===== config.mk =====
export PLATFORM = sky130hd
export DESIGN_NAME = hall_quadrature_index_encoder
export DESIGN_NICKNAME = d
export VERILOG_FILES = /design/src/design/hall_encoder_pkg.sv /design/src/design/hall_quadrature_index_encoder.sv /design/src/design/step_tracker.sv
export VERILOG_INCLUDE_DIRS = /design/src /design/src/design
export SDC_FILE = /design/constraint.sdc
export NUM_CORES = 1
export LEC_CHECK = 0
export BUFFER_PORTS_ARGS = -buffer_cell sky130_fd_sc_hd__clkbuf_2
export CAP_MARGIN = 5
export CELL_PAD_IN_SITES_DETAIL_PLACEMENT = 2
export CELL_PAD_IN_SITES_GLOBAL_PLACEMENT = 2
export CORE_MARGIN = 1.5
export CORE_UTILIZATION = 35
export DETAILED_ROUTE_END_ITERATION = 8
export GPL_TIMING_DRIVEN = 0
export HOLD_SLACK_MARGIN = 0.08
export PLACE_DENSITY = 0.84
export SLEW_MARGIN = 30
export SYNTH_ARGS = -nofsm -noshare
export SYNTH_HDL_FRONTEND = slang
export SYNTH_SLANG_ARGS = --single-unit

===== constraint.sdc =====
create_clock -name sys_clk -period 3.35 [get_ports sys_clk]
set_input_delay 0.67 -clock sys_clk [delete_from_list [all_inputs] [get_ports sys_clk]]
set_output_delay 0.67 -clock sys_clk [all_outputs]
set_load 0.05 [all_outputs]

===== src/design/hall_encoder_defs.svh =====
`ifndef HALL_ENCODER_DEFS_SVH
`define HALL_ENCODER_DEFS_SVH

// Interpolated positions per pole pair and quadrature cycles per pole pair.
`define STEPS_PER_PAIR   160
`define QUAD_PER_PAIR    40
// Hysteresis in steps before the step direction may reverse.
`define HYST_STEPS       1
// Position of the index pulse within a pole pair.
`define INDEX_POS        8'h00
// Clock rate, start-up time limit and propagation limit.
`define CLK_MHZ          40
`define PWRUP_US         500
`define PROP_US          20
`define PWRUP_CYC        (`PWRUP_US * `CLK_MHZ)
`define PROP_CYC         (`PROP_US * `CLK_MHZ)

`endif


===== src/design/hall_encoder_pkg.sv =====
`default_nettype none

package hall_encoder_pkg;

    typedef struct packed {
        logic quad_a;
        logic quad_b;
        logic index;
    } quad_out_t;

    typedef enum logic [2:0] {
        ST_WAIT = 3'b001,
        ST_RUN  = 3'b010,
        ST_LOWF = 3'b100
    } enc_state_t;

endpackage

`default_nettype wire


===== src/design/hall_quadrature_index_encoder.sv =====
`timescale 1ns/1ps
`default_nettype none
`include "hall_encoder_defs.svh"

module hall_quadrature_index_encoder
    import hall_encoder_pkg::*;
#(
    parameter int PWRUP_CYC = `PWRUP_CYC,
    parameter int STEPS     = `STEPS_PER_PAIR,
    parameter int HYST      = `HYST_STEPS
) (
    // Clock and reset
    input  wire logic       sys_clk,
    input  wire logic       rst,
    // Interpolator front end
    input  wire logic [7:0] raw_pos,
    input  wire logic       amp_ok,
    input  wire logic       interp_locked,
    // Incremental outputs
    output logic            quad_a,
    output logic            quad_b,
    output logic            index_out
);

    localparam int PW = $clog2(PWRUP_CYC + 1);
    localparam logic [PW-1:0] PWRUP_LAST = PW'(PWRUP_CYC);

    enc_state_t    st_q;
    enc_state_t    st_d;
    logic [PW-1:0] pwr_cnt_q;
    logic          pwr_done_q;
    logic [7:0]    pos_q;
    logic          fwd_q;
    quad_out_t     out_q;
    quad_out_t     out_d;

    // The start-up window runs once from reset.
    always_ff @(posedge sys_clk or posedge rst)
    begin
        if (rst)
            pwr_cnt_q <= '0;
        else if (pwr_cnt_q != PWRUP_LAST)
            pwr_cnt_q <= pwr_cnt_q + PW'(1);
    end

    always_ff @(posedge sys_clk or posedge rst)
    begin
        if (rst)
            pwr_done_q <= 1'b0;
        else if (pwr_cnt_q == PWRUP_LAST)
            pwr_done_q <= 1'b1;
    end

    always_comb
    begin
        st_d = st_q;
        case (st_q)
            ST_WAIT:
            begin
                if (pwr_done_q && amp_ok && interp_locked)
                    st_d = ST_RUN;
            end
            ST_RUN:
            begin
                if (!amp_ok)
                    st_d = ST_LOWF;
                else if (!interp_locked)
                    st_d = ST_WAIT;
            end
            ST_LOWF:
            begin
                if (amp_ok && interp_locked)
                    st_d = ST_RUN;
            end
            default:
                st_d = ST_WAIT;
        endcase
    end

    always_ff @(posedge sys_clk or posedge rst)
    begin
        if (rst)
            st_q <= ST_WAIT;
        else
            st_q <= st_d;
    end

    // Outside normal running the tracker snaps to the raw position, so no burst follows.
    step_tracker #(
        .STEPS (STEPS),
        .HYST  (HYST)
    ) u_tracker (
        .sys_clk (sys_clk),
        .rst     (rst),
        .load    (st_q != ST_RUN),
        .raw_pos (raw_pos),
        .pos_q   (pos_q),
        .fwd_q   (fwd_q)
    );

    // Phase within a cycle of four steps: 0 gives 11, 1 gives 01, 2 gives 00, 3 gives 10.
    always_comb
    begin
        out_d = '0;
        case (st_q)
            ST_RUN:
            begin
                out_d.quad_a = ~(pos_q[1] ^ pos_q[0]);
                out_d.quad_b = ~pos_q[1];
                out_d.index  = (pos_q == `INDEX_POS);
            end
            ST_LOWF:
            begin
                out_d.index = 1'b1;
            end
            ST_WAIT:
            begin
                out_d = '0;
            end
            default:
                out_d = '0;
        endcase
    end

    always_ff @(posedge sys_clk or posedge rst)
    begin
        if (rst)
            out_q <= '0;
        else
            out_q <= out_d;
    end

    assign quad_a    = out_q.quad_a;
    assign quad_b    = out_q.quad_b;
    assign index_out = out_q.index;
endmodule // hall_quadrature_index_encoder

`default_nettype wire


===== src/design/step_tracker.sv =====
`timescale 1ns/1ps
`default_nettype none
`include "hall_encoder_defs.svh"

module step_tracker #(
    parameter int STEPS = `STEPS_PER_PAIR,
    parameter int HYST  = `HYST_STEPS
) (
    // Clock and reset
    input  wire logic       sys_clk,
    input  wire logic       rst,
    // Control
    input  wire logic       load,
    input  wire logic [7:0] raw_pos,
    // Tracked position
    output logic      [7:0] pos_q,
    output logic            fwd_q
);

    localparam logic [8:0] STEPS_W = 9'(STEPS);
    localparam logic [8:0] HALF_W  = 9'(STEPS / 2);
    localparam logic [8:0] HYST_W  = 9'(HYST);
    localparam logic [7:0] LAST_W  = 8'(STEPS - 1);

    logic [8:0] diff;
    logic       step_up;
    logic       step_dn;

    // Distance from tracked to raw position, forward around the pole pair.
    always_comb
    begin
        if (raw_pos >= pos_q)
            diff = {1'b0, raw_pos} - {1'b0, pos_q};
        else
            diff = {1'b0, raw_pos} + STEPS_W - {1'b0, pos_q};
    end

    // Continuing in the same direction needs one step; reversing needs more than the hysteresis.
    assign step_up = (diff != 9'h000) && (diff < HALF_W) && (fwd_q || diff > HYST_W);
    assign step_dn = (diff >= HALF_W) && (!fwd_q || (STEPS_W - diff) > HYST_W);

    always_ff @(posedge sys_clk or posedge rst)
    begin
        if (rst)
            pos_q <= 8'h00;
        else if (load)
            pos_q <= raw_pos;
        else if (step_up)
            pos_q <= (pos_q == LAST_W) ? 8'h00 : pos_q + 8'h01;
        else if (step_dn)
            pos_q <= (pos_q == 8'h00) ? LAST_W : pos_q - 8'h01;
    end

    always_ff @(posedge sys_clk or posedge rst)
    begin
        if (rst)
            fwd_q <= 1'b1;
        else if (!load && step_up)
            fwd_q <= 1'b1;
        else if (!load && step_dn)
            fwd_q <= 1'b0;
    end
endmodule // step_tracker

`default_nettype wire


==> results.yml <==
floorplan:
  dieArea_um2: 9030
  num_rows: 33
  die_h_um: 95.0
  core_region_area_um2: 8220
  start_util_pct: 36.1
  ioPinCount: 15
  dieWidth_um: 95.0
logic_synthesis:
  synth_ff_type: "dfrtp_1"
  synth_edf_count: 0
  synth.avg_cell_area_um2: 8.69
  synth.top_cell.area_share_pct: 24.5
  ys_seq_area_share_pct: 26.3
  syn_inst: 341
  yosys_warnings: 0
  synth_nets: 385
  synth_top_cell_by_area: "dfrtp_1"
  synthesis.area_um2: 2960
  async_flop_share_pct: 100
  ys_ff_latch: 31
  synth_area_leaders: "dfrtp_1, ha_1, xnor2_1, fa_1, inv_1"
  post-synth-top-count-cell: "inv_1"
  synth_commonest_cells: "inv_1, dfrtp_1, nor2_1"
  synth_cell_types: 63
pwr:
  power_uw: 1410
  clkPwrFrac_pct: 23.4
  p_int_uw: 851
  ir_worst_vdd_v: 0.000166
  seqPwrFrac_pct: 27.7
  leakagePower_uw: 0.00165
  p_switching_uw: 557
  p_sw_share_pct: 39.6
  pwr-share-comb_pct: 48.9
  power-per-cell-area_nw_per_um2: 365
drt:
  routed_wirelength_um: 11600
  firstDrtPassIters: 4
  drtIter0Drc: 113
  routed_via_density: 5.90
  wire_per_inst_um: 23.3
  vias: 2938
  drc_errors: 0
  drtAntennaViolNets: 0
clocking:
  clock-sinks: 31
  cts.htree.levels: 2
  path_clk_slew_ns: 0.09
  cts_made_buffers: 5
  clk_latency_ns: 0.32
  cts.path.max_buffers: 2
  cts-root-buf: "clkbuf_8"
  cts_tree: "built"
global_routing:
  grt_pass1_wl_um: 17900
  grt.overflow.total: 0
  grt_usage_pct: 26.6
  antenna_found_initial: 0
  grt_max_degree: 32
  grt_pass1_vias: 3275
timing:
  relSlewSlack_pct: 54.2
  rsz0062_at_grt: "yes"
  drv_slew: 0
  max_slew.worst_pin.slew_ns: 0.685
  setup_ws_ns: -0.401
  fin_worst_skew_ns: 0.0114
  setup_viol: 8
  fmax_mhz: 267
  layout_min_cycle_time_ns: 3.75
  hold_viol_final: 0
  fin_crit_sh_pct: 112
final_layout:
  layout-drive-gt1-share_pct: 33.1
  nFillCells: 882
  layout.nets: 436
  fin_area_um2: 3860
  finalNonFillerCells: 498
  area_growth_pct: 30.2
  fin_util_pct: 46.9
  diodes: 0
placed_design:
  placedCellCount: 460
  gp_congestion: 0.832
  dpl-instance-area_um2: 3310
  place_ws_ns: -0.836
  dp_hpwl_um: 7010
  io_buffers: 14
setup_path:
  cp_max_fo: 6
  required_ns: 3.56
  crit_type: "reg -> reg"
  endpoint_kind: "register"
  cp_data_arrival_time_ns: 3.96
  setup.worst_path.start_class: "register"
outcome:
  violations: "setup timing"
  status: "finished with violations"
worst_hold_path:
  hp-class: "in -> async"
flow_run:
  maxCapViolCount: 0
[state kept, by name (all words and copies together) (netlist names)]
signal and cells:
st_q 3, quad_b 1, u_tracker.pos_q 8, pwr_cnt_q 15, pwr_done_q 1, quad_a 1
index_out 1, u_tracker.fwd_q 1
[power groups by stage]
stage | registers, uW | clock network [uW] | logic [uW]
final | 390 | 330 | 687
after detailed placement | 398 | 0 | 468
after global placement | 397 | 0 | 450
after floorplan | 394 | 0 | 361
after global routing | 391 | 349 | 727
after CTS | 390 | 325 | 591
[placed cells by master (no fill, tap or decap), types with 3 or more instances in the layout]
master and instances:
clkbuf_2 13, nand4_1 6, nand2_1 26, inv_1 21, nand3_1 16, dfrtp_1 25
o21ai_2 3, ha_1 17, nand2b_1 5, and2_1 5, a221o_1 7, clkinvlp_4 3
buf_4 26, mux2i_1 4, buf_6 3, and3_1 7, clkbuf_1 3, a31oi_1 3
ha_4 7, xor2_1 4, clkbuf_8 7, xnor2_1 16, dfrtp_2 4, fa_2 6
inv_4 3, o21ai_0 7, a21oi_1 8, mux2i_2 3, nor4_1 3, nor2_1 28
nor2b_1 7, o21ai_1 5, nor3_1 13, inv_2 9
[critical path: stages, from the launching register on]
cell and delay [ns]:
dfrtp_1 0.38, clkbuf_8 0.16, clkinvlp_4 0.14, ha_4 0.20
fa_2 0.58, nor2b_4 0.24, o31ai_4 0.11, xnor2_2 0.15
o221ai_2 0.23, nand2_2 0.12, a221o_1 0.35, buf_6 0.15
nor2_8 0.15, buf_8 0.14, mux2i_2 0.07, and3_1 0.20
a221o_1 0.26
[layout make-up]
class | count | area, um^2 | share of cell area, %
tap | 105 | 131 | 3.41
clock buffer | 5 | 68.8 | 1.78
multi-input combinational | 270 | 2310 | 60.0
inverter | 34 | 139 | 3.60
timing repair buffer | 44 | 349 | 9.05
sequential | 31 | 783 | 20.3
clock inverter | 3 | 20.0 | 0.519
buffer | 6 | 51.3 | 1.33
[path summary, 6_finish.rpt]
check / from / to / slack [ns] / depth (start not counted)
setup / recovery: u_tracker.pos_q[2] / u_tracker.pos_q[1] / -0.40 / 16
hold / removal: rst / u_tracker.pos_q[7] / 0.43 / 2
setup reg to reg: u_tracker.pos_q[2] / u_tracker.pos_q[1] / -0.40 / 16
hold reg to reg: pwr_done_q / pwr_done_q / 0.48 / 1
max in group asynchronous: rst / u_tracker.pos_q[5] / 2.43 / 2
min in group sys_clk: pwr_done_q / pwr_done_q / 0.48 / 1
[per-stage QoR]
| step | hold slack, ns | TNS (ns) |
|---|---|---|
| finish | 0.434 | -2.90 |
| CTS | 0.487 | -2.02 |
| detailed placement | 0.464 | -6.48 |
| global placement | 0.450 | -5.15 |
| global route | 0.503 | -3.99 |
| floorplan | 0.426 | -0.607 |
[routing by layer]
metal / global-route usage [%] / part of all wire (%) / vias to the layer above
met2: 49.4 / 54 / 72
met5: 0 / 0 / -
met4: 11.6 / 3.9 / 0
met3: 3.95 / 2.7 / 35
met1: 29.8 / 40 / 1518
li1: - / - / 1313
[repair_timing]
item	4_1_cts	5_1_grt
buffers inserted	24	5
hold buffers	0	0
pin swaps	21	14
endpoints found under the hold margin	0	0
setup endpoints to repair	9	9
gates resized for setup	36	17
cloned	1	0
[cells by family after synthesis]
| kind of cell | count (synthesis) | synth area share [%] |
|---|---|---|
| and+or+nand+nor | 138 | 25.0 |
| DFF | 31 | 26.3 |
| buffers and inverters | 40 | 5.57 |
| xor gates and xnor gates | 23 | 6.80 |
| muxes | 11 | 3.97 |
| AOI/OAI and AO/OA | 66 | 17.1 |
| adders and majority gates | 32 | 15.3 |
No activity file was read; power rests on OpenSTA's default activity.
